File: config.mk
export PLATFORM = sky130hd
export DESIGN_NAME = fpxr_exc_logic
export DESIGN_NICKNAME = d
export VERILOG_FILES = /design/src/shared/fpxr_pkg.sv /design/src/hw/fpxr_exc_logic.sv
export VERILOG_INCLUDE_DIRS = /design/src /design/src/shared
export SDC_FILE = /design/constraint.sdc
export NUM_CORES = 1
export LEC_CHECK = 0
export BUFFER_PORTS_ARGS = -buffer_cell sky130_fd_sc_hd__buf_2
export CORE_MARGIN = 5
export CORE_UTILIZATION = 45
export DETAILED_ROUTE_END_ITERATION = 16
export PLACE_DENSITY = 0.81
export SLEW_MARGIN = 20
export SYNTH_ARGS = -nofsm -noshare
export SYNTH_HDL_FRONTEND = slang
export SYNTH_SLANG_ARGS = --single-unit
File: constraint.sdc
create_clock -name mclk -period 1.1 [get_ports mclk]
set_input_delay 0.055 -clock mclk [delete_from_list [all_inputs] [get_ports mclk]]
set_output_delay 0.055 -clock mclk [all_outputs]
set_load 0.02 [all_outputs]
File: src/shared/fpxr_consts.svh
// Constants for the floating-point exception and special-result logic
`ifndef FPXR_CONSTS_SVH
`define FPXR_CONSTS_SVH

// Exception flag bit positions in the per-operation and accumulated fields
`define FPXR_FLAG_INVALID 0
`define FPXR_FLAG_DIVZERO 1
`define FPXR_FLAG_OVERFLOW 2
`define FPXR_FLAG_UNDERFLOW 3
`define FPXR_FLAG_PRECISION 4
`define FPXR_FLAG_W 5

// Reset values
`define FPXR_FLAGS_RST 5'h00
`define FPXR_RESULT_RST 64'h0000_0000_0000_0000

// Single-precision special encodings (low word of the result bus)
`define FPXR_S_INF 31'h7f80_0000
`define FPXR_S_MAXNRM 31'h7f7f_ffff
`define FPXR_S_NAN 32'h7fff_ffff

// Double-precision special encodings
`define FPXR_D_INF 63'h7ff0_0000_0000_0000
`define FPXR_D_MAXNRM 63'h7fef_ffff_ffff_ffff
`define FPXR_D_NAN 64'h7fff_ffff_ffff_ffff

// Exponent all-ones patterns
`define FPXR_S_EXP_ONES 8'hff
`define FPXR_D_EXP_ONES 11'h7ff

`endif

File: src/shared/fpxr_pkg.sv
// Types for the floating-point exception and special-result logic
package fpxr_pkg;

  // Operation requested of the datapath
  typedef enum logic [2:0] {
    FPXR_OP_ADD,
    FPXR_OP_SUB,
    FPXR_OP_MUL,
    FPXR_OP_DIV,
    FPXR_OP_CMP,
    FPXR_OP_F2I
  } fpxr_op_t;

  // Rounding modes
  typedef enum logic [1:0] {
    round_nearest_even = 2'h0,
    round_toward_zero = 2'h1,
    round_toward_plus = 2'h2,
    round_toward_minus = 2'h3
  } fpxr_rmode_t;

  // Operand classes
  typedef enum logic [2:0] {
    FPXR_ZERO,
    FPXR_DENORMAL_OPERAND,
    FPXR_NRM,
    FPXR_INF,
    FPXR_NAN
  } fpxr_class_t;

  // Compare outcome codes for the condition code field
  typedef enum logic [1:0] {
    FPXR_CC_EQ = 2'h0,
    FPXR_CC_LT = 2'h1,
    FPXR_CC_GT = 2'h2,
    FPXR_CC_UN = 2'h3
  } fpxr_cc_t;

endpackage

File: src/hw/fpxr_exc_logic.sv
// Exception detection and special-result selection around the FP arithmetic core
//
// Notes on behaviour
// - Rounded result too big raises overflow
// - Overflow gives largest normal or infinity per rounding
// - Float-to-integer out of range raises overflow
// - Tiny nonzero result raises underflow, gives zero
// - Exactly zero result never raises underflow
// - Normal over zero: divide-by-zero, signed infinity
// - Any NaN operand, except in compare: invalid flag, NaN result
// - Inf*0, 0/0, inf/inf, inf-inf are invalid
// - Invalid result is positive all-ones NaN
// - Always flush denormals and tiny outputs to zero
// - Like-signed infinities add; infinity absorbs finite
// - Opposite infinities summed give NaN, invalid
// - Zero sum sign: same keeps, mixed per mode
// - Clean combinations raise no flag at all
// - Compare outcome goes to condition code field
// - Unordered on NaN; denormals equal zero
// - Same-sign normals compare by numeric order
// - Lost low bits before rounding set precision
// - Enabled exception raises interrupt to host
//
// Core math is outside; this block patches its result
`timescale 1ns/1ps
`include "fpxr_consts.svh"

module fpxr_exc_logic
  import fpxr_pkg::*;
(
  input wire logic mclk, // 20 MHz coprocessor clock
  input wire logic nrst, // Asynchronous reset, active low
  input wire logic op_valid, // One-cycle pulse: operation issued
  input wire fpxr_op_t op_code, // Operation kind
  input wire logic op_double, // High for double precision, low for single
  input wire fpxr_rmode_t round_mode, // Rounding mode for this operation
  input wire logic [63:0] src1, // Source1 operand (single in low word)
  input wire logic [63:0] src2, // Source2 operand (single in low word)
  input wire logic [63:0] core_result, // Rounded result from arithmetic core
  input wire logic core_overflow, // Core: rounded magnitude above largest normal
  input wire logic core_tiny, // Core: rounded nonzero result below min normal
  input wire logic core_zero, // Core: true result exactly zero
  input wire logic core_inexact, // Core: nonzero bits below result LSB
  input wire logic core_int_overflow, // Core: float-to-integer out of 32-bit range
  input wire logic [4:0] exc_enable, // Exception enables, one per flag
  input wire logic [4:0] exc_clear, // Pulse per flag: clear accumulated bit
  output logic [63:0] result_reg, // Final result
  output logic result_valid_reg, // One-cycle pulse, result and flags ready
  output logic [4:0] op_flags_reg, // Flags raised by the last operation
  output logic [4:0] accum_flags_reg, // Accumulated exception field
  output logic [1:0] cond_code_reg, // Condition code field of processor_control_register
  output logic exc_irq // Level: an enabled accumulated exception is set
);

  // Classify an operand; denormals are reported so callers can flush them
  function automatic fpxr_class_t classify(input logic [63:0] x, input logic dbl);
    logic exp_zero;
    logic exp_ones;
    logic frac_zero;
    exp_zero = dbl ? (x[62:52] == 11'h000) : (x[30:23] == 8'h00);
    exp_ones = dbl ? (x[62:52] == `FPXR_D_EXP_ONES) : (x[30:23] == `FPXR_S_EXP_ONES);
    frac_zero = dbl ? (x[51:0] == 52'h0) : (x[22:0] == 23'h0);
    if (exp_ones) begin
      // Infinity or NaN
      classify = frac_zero ? FPXR_INF : FPXR_NAN;
    end else if (exp_zero) begin
      // Zero or denormal
      classify = frac_zero ? FPXR_ZERO : FPXR_DENORMAL_OPERAND;
    end else begin
      // Normal number
      classify = FPXR_NRM;
    end
  endfunction

  // Sign bit of an operand in the chosen format
  function automatic logic sign_of(input logic [63:0] x, input logic dbl);
    sign_of = dbl ? x[63] : x[31];
  endfunction

  // Magnitude bits of an operand, sign removed, right aligned
  function automatic logic [62:0] mag_of(input logic [63:0] x, input logic dbl);
    mag_of = dbl ? x[62:0] : {32'h0, x[30:0]};
  endfunction

  // Signed zero in the chosen format
  function automatic logic [63:0] zero_val(input logic s, input logic dbl);
    zero_val = dbl ? {s, 63'h0} : {32'h0, s, 31'h0};
  endfunction

  // Signed infinity in the chosen format
  function automatic logic [63:0] inf_val(input logic s, input logic dbl);
    inf_val = dbl ? {s, `FPXR_D_INF} : {32'h0, s, `FPXR_S_INF};
  endfunction

  // Default NaN: sign clear, exponent and fraction all ones
  function automatic logic [63:0] nan_val(input logic dbl);
    nan_val = dbl ? `FPXR_D_NAN : {32'h0, `FPXR_S_NAN};
  endfunction

  // Overflow result: toward zero, or toward the infinity opposite the sign, clamps to largest normal instead of infinity
  function automatic logic [63:0] ovf_val(input logic s, input logic dbl, input fpxr_rmode_t rm);
    logic clamp;
    clamp = s ? (rm == round_toward_plus || rm == round_toward_zero)
              : (rm == round_toward_minus || rm == round_toward_zero);
    if (clamp) begin
      // Inward rounding stops short
      ovf_val = dbl ? {s, `FPXR_D_MAXNRM} : {32'h0, s, `FPXR_S_MAXNRM};
    end else begin
      // Outward rounding reaches infinity
      ovf_val = inf_val(s, dbl);
    end
  endfunction

  fpxr_class_t cls1; // Class of Source1
  fpxr_class_t cls2; // Class of Source2
  logic s1; // Sign of Source1
  logic s2; // Sign of Source2
  logic s2_eff; // Source2 sign after subtraction negates it
  logic z1; // Source1 zero after flushing
  logic z2; // Source2 zero after flushing
  logic any_nan; // Either operand is a NaN
  logic [63:0] res_next; // Result chosen this cycle
  logic [4:0] flags_next; // Flags raised this cycle
  fpxr_cc_t cc_next; // Compare outcome this cycle
  logic core_sign; // Sign of the core's result

  // Operand decode shared by all operations
  always_comb begin
    cls1 = classify(src1, op_double);
    cls2 = classify(src2, op_double);
    s1 = sign_of(src1, op_double);
    s2 = sign_of(src2, op_double);
    // Subtract negates Source2
    s2_eff = s2 ^ (op_code == FPXR_OP_SUB);
    // Denormal is always zero
    z1 = (cls1 == FPXR_ZERO) || (cls1 == FPXR_DENORMAL_OPERAND);
    z2 = (cls2 == FPXR_ZERO) || (cls2 == FPXR_DENORMAL_OPERAND);
    any_nan = (cls1 == FPXR_NAN) || (cls2 == FPXR_NAN);
    // Core result sign for clamps
    core_sign = sign_of(core_result, op_double);
  end

  // Compare: denormals are flushed, then ordered as sign and magnitude
  always_comb begin
    logic [62:0] m1;
    logic [62:0] m2;
    // Flushed operands are zero
    m1 = z1 ? 63'h0 : mag_of(src1, op_double);
    m2 = z2 ? 63'h0 : mag_of(src2, op_double);
    // NaN: unordered
    if (any_nan) begin
      cc_next = FPXR_CC_UN;
    end else if (z1 && z2) begin
      cc_next = FPXR_CC_EQ;
    end else if (z1) begin
      // Zero against nonzero: Source2's sign decides
      cc_next = s2 ? FPXR_CC_GT : FPXR_CC_LT;
    end else if (z2) begin
      // Source1's sign decides
      cc_next = s1 ? FPXR_CC_LT : FPXR_CC_GT;
    end else if (s1 != s2) begin
      // Negative side is smaller
      cc_next = s1 ? FPXR_CC_LT : FPXR_CC_GT;
    end else if (m1 == m2) begin
      // Like infinities too
      cc_next = FPXR_CC_EQ;
    end else if ((m1 < m2) ^ s1) begin
      // Larger magnitude is smaller when both negative
      cc_next = FPXR_CC_LT;
    end else begin
      cc_next = FPXR_CC_GT;
    end
  end

  // Special-case selection; finite nonzero cases take the core's rounded result
  always_comb begin
    logic use_core;
    use_core = 1'b0;
    res_next = core_result;
    flags_next = 5'h00;

    case (op_code)
      // Add and subtract
      FPXR_OP_ADD, FPXR_OP_SUB: begin
        if (any_nan) begin
          res_next = nan_val(op_double);
          flags_next[`FPXR_FLAG_INVALID] = 1'b1;
        end else if (cls1 == FPXR_INF && cls2 == FPXR_INF) begin
          if (s1 == s2_eff) begin
            res_next = inf_val(s1, op_double);
          end else begin
            // Effective subtraction of equal infinities
            res_next = nan_val(op_double);
            flags_next[`FPXR_FLAG_INVALID] = 1'b1;
          end
        end else if (cls1 == FPXR_INF) begin
          res_next = inf_val(s1, op_double);
        end else if (cls2 == FPXR_INF) begin
          // Negated on subtract
          res_next = inf_val(s2_eff, op_double);
        end else if (z1 && z2) begin
          // Mixed-sign zeros give minus zero only when rounding toward minus
          res_next = zero_val((s1 == s2_eff) ? s1 : (round_mode == round_toward_minus), op_double);
        end else if (core_zero) begin
          // Exact cancellation follows the same sign convention, no underflow
          res_next = zero_val(round_mode == round_toward_minus, op_double);
        end else begin
          use_core = 1'b1;
        end
      end

      // Multiply
      FPXR_OP_MUL: begin
        if (any_nan) begin
          res_next = nan_val(op_double);
          flags_next[`FPXR_FLAG_INVALID] = 1'b1;
        end else if ((cls1 == FPXR_INF && z2) || (z1 && cls2 == FPXR_INF)) begin
          res_next = nan_val(op_double);
          flags_next[`FPXR_FLAG_INVALID] = 1'b1;
        end else if (cls1 == FPXR_INF || cls2 == FPXR_INF) begin
          // Infinity stays
          res_next = inf_val(s1 ^ s2, op_double);
        end else if (z1 || z2) begin
          // Flushed to zero
          res_next = zero_val(s1 ^ s2, op_double);
        end else begin
          use_core = 1'b1;
        end
      end

      // Divide
      FPXR_OP_DIV: begin
        if (any_nan) begin
          res_next = nan_val(op_double);
          flags_next[`FPXR_FLAG_INVALID] = 1'b1;
        end else if ((cls1 == FPXR_INF && cls2 == FPXR_INF) || (z1 && z2)) begin
          res_next = nan_val(op_double);
          flags_next[`FPXR_FLAG_INVALID] = 1'b1;
        end else if (cls1 == FPXR_INF) begin
          res_next = inf_val(s1 ^ s2, op_double);
        end else if (z2) begin
          // Normal dividend over zero or flushed denormal divisor
          res_next = inf_val(s1 ^ s2, op_double);
          flags_next[`FPXR_FLAG_DIVZERO] = 1'b1;
        end else if (z1 || cls2 == FPXR_INF) begin
          // Quotient is zero
          res_next = zero_val(s1 ^ s2, op_double);
        end else begin
          use_core = 1'b1;
        end
      end

      // Float to integer
      FPXR_OP_F2I: begin
        if (cls1 == FPXR_NAN) begin
          // NaN has no integer
          res_next = nan_val(op_double);
          flags_next[`FPXR_FLAG_INVALID] = 1'b1;
        end else if (cls1 == FPXR_INF || core_int_overflow) begin
          // Integer destination cannot hold the value
          flags_next[`FPXR_FLAG_OVERFLOW] = 1'b1;
        end else begin
          flags_next[`FPXR_FLAG_PRECISION] = core_inexact;
        end
      end

      FPXR_OP_CMP: begin
        // Compare leaves the result alone; the condition code moves and the flags clear
        res_next = result_reg;
      end

      // Unknown code
      default: begin
        res_next = result_reg;
      end
    endcase

    // Common tail for results that come through the rounding core
    if (use_core) begin
      flags_next[`FPXR_FLAG_PRECISION] = core_inexact;
      if (core_overflow) begin
        // Beats the tiny check
        res_next = ovf_val(core_sign, op_double, round_mode);
        flags_next[`FPXR_FLAG_OVERFLOW] = 1'b1;
      end else if (core_tiny && !core_zero) begin
        // Tiny outputs are flushed, never delivered as denormals
        res_next = zero_val(core_sign, op_double);
        flags_next[`FPXR_FLAG_UNDERFLOW] = 1'b1;
      end else if (core_zero) begin
        // No underflow on zero
        res_next = zero_val(core_sign, op_double);
      end
    end
  end

  // Result and per-operation flags, registered one cycle after issue
  always_ff @(posedge mclk or negedge nrst) begin
    if (!nrst) begin
      result_reg <= `FPXR_RESULT_RST;
      op_flags_reg <= `FPXR_FLAGS_RST;
    end else if (op_valid) begin
      // Held for late reads
      result_reg <= res_next;
      op_flags_reg <= flags_next;
    end
  end

  // Completion strobe
  always_ff @(posedge mclk or negedge nrst) begin
    if (!nrst) begin
      result_valid_reg <= 1'b0;
    end else begin
      // Exactly one edge later
      result_valid_reg <= op_valid;
    end
  end

  // Condition code updates only on compare, so other work cannot disturb it
  always_ff @(posedge mclk or negedge nrst) begin
    if (!nrst) begin
      cond_code_reg <= FPXR_CC_EQ;
    end else if (op_valid && op_code == FPXR_OP_CMP) begin
      // Only compare writes here
      cond_code_reg <= cc_next;
    end
  end

  // Accumulated field: a flag raised in the clearing cycle survives the clear
  always_ff @(posedge mclk or negedge nrst) begin
    if (!nrst) begin
      accum_flags_reg <= `FPXR_FLAGS_RST;
    end else begin
      // Set beats clear: no lost event
      accum_flags_reg <= (accum_flags_reg & ~exc_clear) | (op_valid ? flags_next : 5'h00);
    end
  end

  // Interrupt request held while any enabled accumulated flag is set
  // Level until software clears
  assign exc_irq = |(accum_flags_reg & exc_enable);

endmodule

==> summary.txt, run 1 <==
CTS max path bufs = 2
Status = aborted with a tool error
Largest net degree at the start of global routing = 46
Worst_ep grt = cond_code_reg[1]$_DFFE_PN0P_/D
Synthesized cell area = 7170 µm²
Distinct cells, synth = 77
Post-synth EDFFs = 0
Post-detail-place hpwl = 23400 µm
FFs w/ async S/R, synth = 1.00
IO Count = 294
Fail Step = 5_1_grt
FF+latch count, synth = 77
Main synth FF type = dfrtp_1
Worst EP Category = register input
Syn. warnings = 0
PortBufs = 293
Setup slack at placement = -2060 ps
Clk root buf = clkbuf_16
Syn nets = 1177
Chip Height = 136 µm
Die W = 136 µm
Syn Inst Count = 895
Register area share after synthesis = 0.269
CTS Sinks = 77
Syn Area/Cell = 8.01 µm²
Remaining Overflow, GRT = 112
Rows = 46
Num CTS Buffers = 9
First error = [ERROR GRT-0232] Routing congestion too high. Check the congestion heatmap in the GUI.
Total GRT Usage = 0.715
Initial core utilization = 0.455
Gp weighted congestion = 0.936
H-tree depth = 3
-- repair_timing --
action / CTS
pin swaps: 100
buffers inserted: 34
resized for setup: 220
setup endpoints to repair: 77
hold buffers: 39
cloned: 11
hold endpoints to repair: 115
-- cells in the mapped netlist, types with 10 or more instances --
library cell,count,area share
nor2_1,50,0.026
dfrtp_1,77,0.27
and3_1,32,0.028
inv_1,17,0.0089
and2_1,61,0.053
o221a_2,24,0.038
nand4_1,33,0.029
nor3_1,17,0.012
a21oi_1,53,0.037
o21a_1,10,0.010
nor4_1,27,0.024
o21ai_0,53,0.037
a21o_1,27,0.028
nand2_1,135,0.071
nand3_1,23,0.016
clkbuf_1,32,0.017
a211oi_1,20,0.021
ha_1,66,0.12
-- per-stage QoR --
step	hold WS [ps]	cells	instance area (µm²)	utilization
after floorplan	-241	895	7470	-
after global placement	32.8	1604	10900	0.694
after detailed placement	43.4	1604	10900	0.694
after CTS	1.07	1700	13100	0.828
-- kinds of logic after synthesis --
kind of cell,count (synthesis),synth area share
AND/OR/NAND/NOR,417,0.304
AO/OA/AOI/OAI,254,0.253
flip-flops,77,0.269
buffers and inverters,68,0.0420
adder cells (fa/ha/maj),67,0.117
XOR/XNOR,7,0.00855
multiplexers,5,0.00733
-- metal layers --
layer | GRT usage | GRT overflow
met1 | 0.697 | 1
met2 | 0.873 | 66
met3 | 0.599 | 2
met4 | 0.717 | 43
met5 | 0.181 | 0
==> run 2, diff against run 1 <==
--- a/config.mk
+++ b/config.mk
@@ -8,9 +8,9 @@
 export LEC_CHECK = 0
 export BUFFER_PORTS_ARGS = -buffer_cell sky130_fd_sc_hd__buf_2
 export CORE_MARGIN = 5
-export CORE_UTILIZATION = 45
+export CORE_UTILIZATION = 35
 export DETAILED_ROUTE_END_ITERATION = 16
-export PLACE_DENSITY = 0.81
+export PLACE_DENSITY_LB_ADDON = 0.15
 export SLEW_MARGIN = 20
 export SYNTH_ARGS = -nofsm -noshare
 export SYNTH_HDL_FRONTEND = slang
==> constraint.sdc (replaced) <==
create_clock -name mclk -period 1.4 [get_ports mclk]
set_input_delay 0.07 -clock mclk [delete_from_list [all_inputs] [get_ports mclk]]
set_output_delay 0.07 -clock mclk [all_outputs]
set_load 0.02 [all_outputs]
==> run 2 against run 1 <==
  * Synthesized cell count unchanged
  * The flow now finishes, with violations (negative setup slack)
  * Synthesized area unchanged
==> summary.txt, run 2 <==
Most frequent cells after synthesis = 135 x nand2_1, 77 x dfrtp_1, 66 x ha_1 (unchanged)
DRT Pass-1 Iters = 7
Most area-hungry cell type in the Yosys netlist = dfrtp_1 (unchanged)
Vias in the first global route = 9720
Final setup fails = 76
Clock latency on the worst-skew pair = 330 ps
Synthesized cell area = 7170 µm² (unchanged)
Gp weighted congestion = 0.892 (was 0.936)
Most common cell in the synthesized netlist = nand2_1 (unchanged)
Post-synth EDFFs = 0 (unchanged)
Compound-cell area share of the yosys netlist = 0.253 (unchanged)
RSZ-0062 raised after global routing = true
IO Count = 294 (unchanged)
Die W = 153 µm (was 136 µm)
FF+latch count, synth = 77 (unchanged)
Initial drt markers = 447
Area of the core = 20200 µm²
Register area share after synthesis = 0.269 (unchanged)
Routed length per instance = 17.5 µm
Failing checks = negative setup slack
Max-Cap Viols = 0
Nets = 1765
FMAX = 363 MHz
Largest family of logic cells by synthesized area = simple AND/OR/NAND/NOR gates (unchanged)
Critical-path maximum fanout = 5
CTS max path bufs = 2 (unchanged)
Setup crit end kind = register
PwrDens = 687 nW/µm²
Total GRT Usage = 0.247
HP Class = primary input to register
Clk root buf = clkbuf_16 (unchanged)
Dpl cells = 1644 (was 1604)
Most common cell after layout, fill and taps aside = buf_2
Slew margin rel. = 0.662
Setup WS post-layout = -1360 ps
Routed wire length = 30700 µm
Remaining Overflow, GRT = 0
Syn Area/Cell = 8.01 µm² (unchanged)
Largest net degree at the start of global routing = 40
Ranking of synthesized cells by area = dfrtp_1 27%, ha_1 12%, nand2_1 7.1%, and2_1 5.3%, o221a_2 3.8% (unchanged)
Area Overhead vs Synth = 92.7%
Initial antenna violation count = 3
Storage element area = 1930 µm²
CTS tree = built
Num CTS Buffers = 9 (unchanged)
Max VDD drop = 0.000528 V
Layout cell share with drive strength beyond 1 = 0.574
Simple-gate share of the synthesized area = 0.304 (unchanged)
Layout Cells excl Fill = 1760
Xor and xnor fraction of the mapped netlist area = 0.00855 (unchanged)
Max reg flops = 64
Status = finished, violations left (was aborted with a tool error)
Area taken by multi-input logic gates = 6470 µm²
DIE AREA = 23500 µm²
Syn Inst Count = 895 (unchanged)
Share of the synthesized area in the top cell type = 0.269 (unchanged)
Via/cell ratio = 5.32
Drt drc = 0
Synth Area in Adders = 0.117 (unchanged)
Distinct cells, synth = 77 (unchanged)
Syn. warnings = 0 (unchanged)
Mux cell area share after synthesis = 0.00733 (unchanged)
PortBufs = 293 (unchanged)
Fin crit period = 2760 ps
Critical path launch point type = primary input
Total power = 9.50 mW
Final cycle utilization of the critical path = 1.97
# fillers = 1601
CTS Sinks = 77 (unchanged)
Rows = 52 (was 46)
Main synth FF type = dfrtp_1 (unchanged)
Post-detail-place hpwl = 22400 µm (was 23400 µm)
Syn nets = 1177 (unchanged)
Initial core utilization = 0.354 (was 0.455)
Leakage = 6.68 nW
Crit Path Category = primary input to register
Clock skew after layout = 0 ps
Reg clk slew, reported paths = 70 ps
WP data required = 1630 ps
Final Max Tran Viols = 0
First-pass GRT wire length = 48600 µm
Hold Vio Cnt, Final = 0
Final ANT Viol Nets = 0
Crit path arrival time = 2990 ps
FFs w/ async S/R, synth = 1.00 (unchanged)
Slew @ Worst Pin = 507 ps
H-tree depth = 3 (unchanged)
Vias = 9364
Chip Height = 153 µm (was 136 µm)
Most frequent cells in the layout = 275 x buf_2, 221 x buf_4, 103 x nand2_1, 77 x dfrtp_1, 61 x buf_6
==> run 2: area by class of cell <==
cell class	instances	share of cell area
multi-input combinational	752	0.468
timing repair buffer	625	0.339
sequential	77	0.139
tap	270	0.0244
clock buffer	10	0.0166
clock inverter	6	0.00688
inverter	18	0.00489
antenna	2	0.000362
==> run 2: path summary, 6_finish.rpt <==
kind | start | end | slack [ps] | cells past startpoint
max in group asynchronous | nrst | result_reg[4]$_DFFE_PN0P_ | 730 | 3
min in group asynchronous | nrst | result_reg[26]$_DFFE_PN0P_ | 190 | 2
worst min register to register | op_flags_reg[4]$_DFFE_PN0P_ | op_flags_reg[4]$_DFFE_PN0P_ | 510 | 2
worst max register to register | result_reg[23]$_DFFE_PN0P_ | result_reg[23]$_DFFE_PN0P_ | 240 | 4
worst max-delay path | src1[24] | cond_code_reg[0]$_DFFE_PN0P_ | -1360 | 14
worst min-delay path | core_result[53] | result_reg[53]$_DFFE_PN0P_ | 10 | 3
==> run 2: cells by family after synthesis <==
kind of cell	count (synthesis)
AND/OR/NAND/NOR	417
AO/OA/AOI/OAI	254
flip-flops	77
buffers and inverters	68
adder cells (fa/ha/maj)	67
XOR/XNOR	7
multiplexers	5
==> run 2: report_power, final <==
| group | internal, mW | switching [mW] | total, mW |
|---|---|---|---|
| combinational | 2.05 | 2.14 | 4.18 |
| clock | 1.58 | 0.976 | 2.56 |
| sequential | 2.56 | 0.197 | 2.76 |
==> run 2: routing by layer <==
layer  GRT usage  vias up  share of wire  wire length (µm)
li1            -     4540              -                 -
met1       0.309     4459           0.42             12800
met2       0.438      292           0.50             15500
met3      0.0365       71          0.051              1550
met4      0.0747        2          0.030               929
met5           0        -        0.00042                13
==> run 2: what timing repair did <==
item,4_1_cts,5_1_grt
cloned,8,2
resized for setup,236,126
pin swaps,92,109
endpoints found under the setup margin,76,77
buffers inserted,32,35
hold buffers,39,0
hold endpoints to repair,115,0
==> run 2: metrics by stage <==
| stage | hold WS, ps | setup WS, ps | TNS (ps) | instance area (µm²) | util |
|---|---|---|---|---|---|
| after CTS | 43.6 | -1230 | -66490 | 13200 | 0.653 |
| after detailed placement | 7.82 | -1820 | -100060 | 10900 | 0.539 |
| after floorplan | -226 | -1400 | -46720 | 7470 | - |
| after global routing | 3.77 | -1450 | -74170 | 13800 | 0.683 |
| after global placement | 6.46 | -1740 | -98720 | 10900 | 0.539 |
| final | 14.0 | -1360 | -69310 | 13800 | 0.683 |
==> run 2: worst max-delay path, stage by stage <==
cell	delay (ps)
buf_6	100
nor4_4	330
nand2_2	130
buf_6	140
o21a_4	210
and2_4	170
ha_4	260
nand4_1	130
or4_1	550
a211o_1	330
a31oi_4	180
nor3_4	70
mux2i_1	120
o21a_1	200
Note: power is estimated with default switching activity, not from simulation.
==> run 3, diff against run 2 <==
--- a/config.mk
+++ b/config.mk
@@ -8,7 +8,7 @@
 export LEC_CHECK = 0
 export BUFFER_PORTS_ARGS = -buffer_cell sky130_fd_sc_hd__buf_2
 export CORE_MARGIN = 5
-export CORE_UTILIZATION = 35
+export CORE_UTILIZATION = 50
 export DETAILED_ROUTE_END_ITERATION = 16
 export PLACE_DENSITY_LB_ADDON = 0.15
 export SLEW_MARGIN = 20
==> run 3 against run 2 <==
  * The run now fails in 4_1_cts
  * Synthesized cell count unchanged
  * Synthesized area unchanged
==> summary.txt, run 3 <==
Status = aborted with a tool error (was finished, violations left)
Fail Step = 4_1_cts
First error = [ERROR DPL-0033] detailed placement checks failed during check placement.
Dpl cells = 1553 (was 1644)
Synthesized cell area = 7170 µm² (unchanged)
Post-synth EDFFs = 0 (unchanged)
Syn Inst Count = 895 (unchanged)
Syn. warnings = 0 (unchanged)
Setup bufs post-CTS = 89 (was 32)
Syn nets = 1177 (unchanged)
PortBufs = 293 (unchanged)
Die W = 130 µm (was 153 µm)
Most area-hungry cell type in the Yosys netlist = dfrtp_1 (unchanged)
Num CTS Buffers = 9 (unchanged)
Initial core utilization = 0.513 (was 0.354)
Share of the synthesized area in the top cell type = 0.269 (unchanged)
FFs w/ async S/R, synth = 1.00 (unchanged)
Post-detail-place hpwl = 21700 µm (was 22400 µm)
Most common cell in the synthesized netlist = nand2_1 (unchanged)
Rows = 43 (was 52)
CTS Sinks = 77 (unchanged)
Ranking of synthesized cells by area = dfrtp_1 27%, ha_1 12%, nand2_1 7.1%, and2_1 5.3%, o221a_2 3.8% (unchanged)
CTS Hold Bufs = 37 (was 39)
Post-CTS Resized = 316 (was 236)
Main synth FF type = dfrtp_1 (unchanged)
Gp weighted congestion = 0.943 (was 0.892)
FF+latch count, synth = 77 (unchanged)
H-tree depth = 3 (unchanged)
Distinct cells, synth = 77 (unchanged)
CTS max path bufs = 2 (unchanged)
Most frequent cells after synthesis = 135 x nand2_1, 77 x dfrtp_1, 66 x ha_1 (unchanged)
Chip Height = 130 µm (was 153 µm)
Setup slack at placement = -1830 ps (was -1820 ps)
Register area share after synthesis = 0.269 (unchanged)
Syn Area/Cell = 8.01 µm² (unchanged)
Clk root buf = clkbuf_16 (unchanged)
IO Count = 294 (unchanged)
-- run 3: cell counts after synthesis --
No cell type changed its count.
-- run 3: logic make-up after synthesis --
logic type	Yosys count	share of synthesized area
buffers and inverters	68	0.0420
muxes	5	0.00733
AOI/OAI and AO/OA	254	0.253
xor gates and xnor gates	7	0.00855
adders and majority gates	67	0.117
and+or+nand+nor	417	0.304
DFF	77	0.269
-- run 3: per-stage QoR --
step	TNS, ps	cell area [µm²]	util	hold slack, ps
after detailed placement	-99420	10800	0.771	-42.1
after global placement	-96550	10800	0.771	-47.6
after floorplan	-46720	7470	-	-226
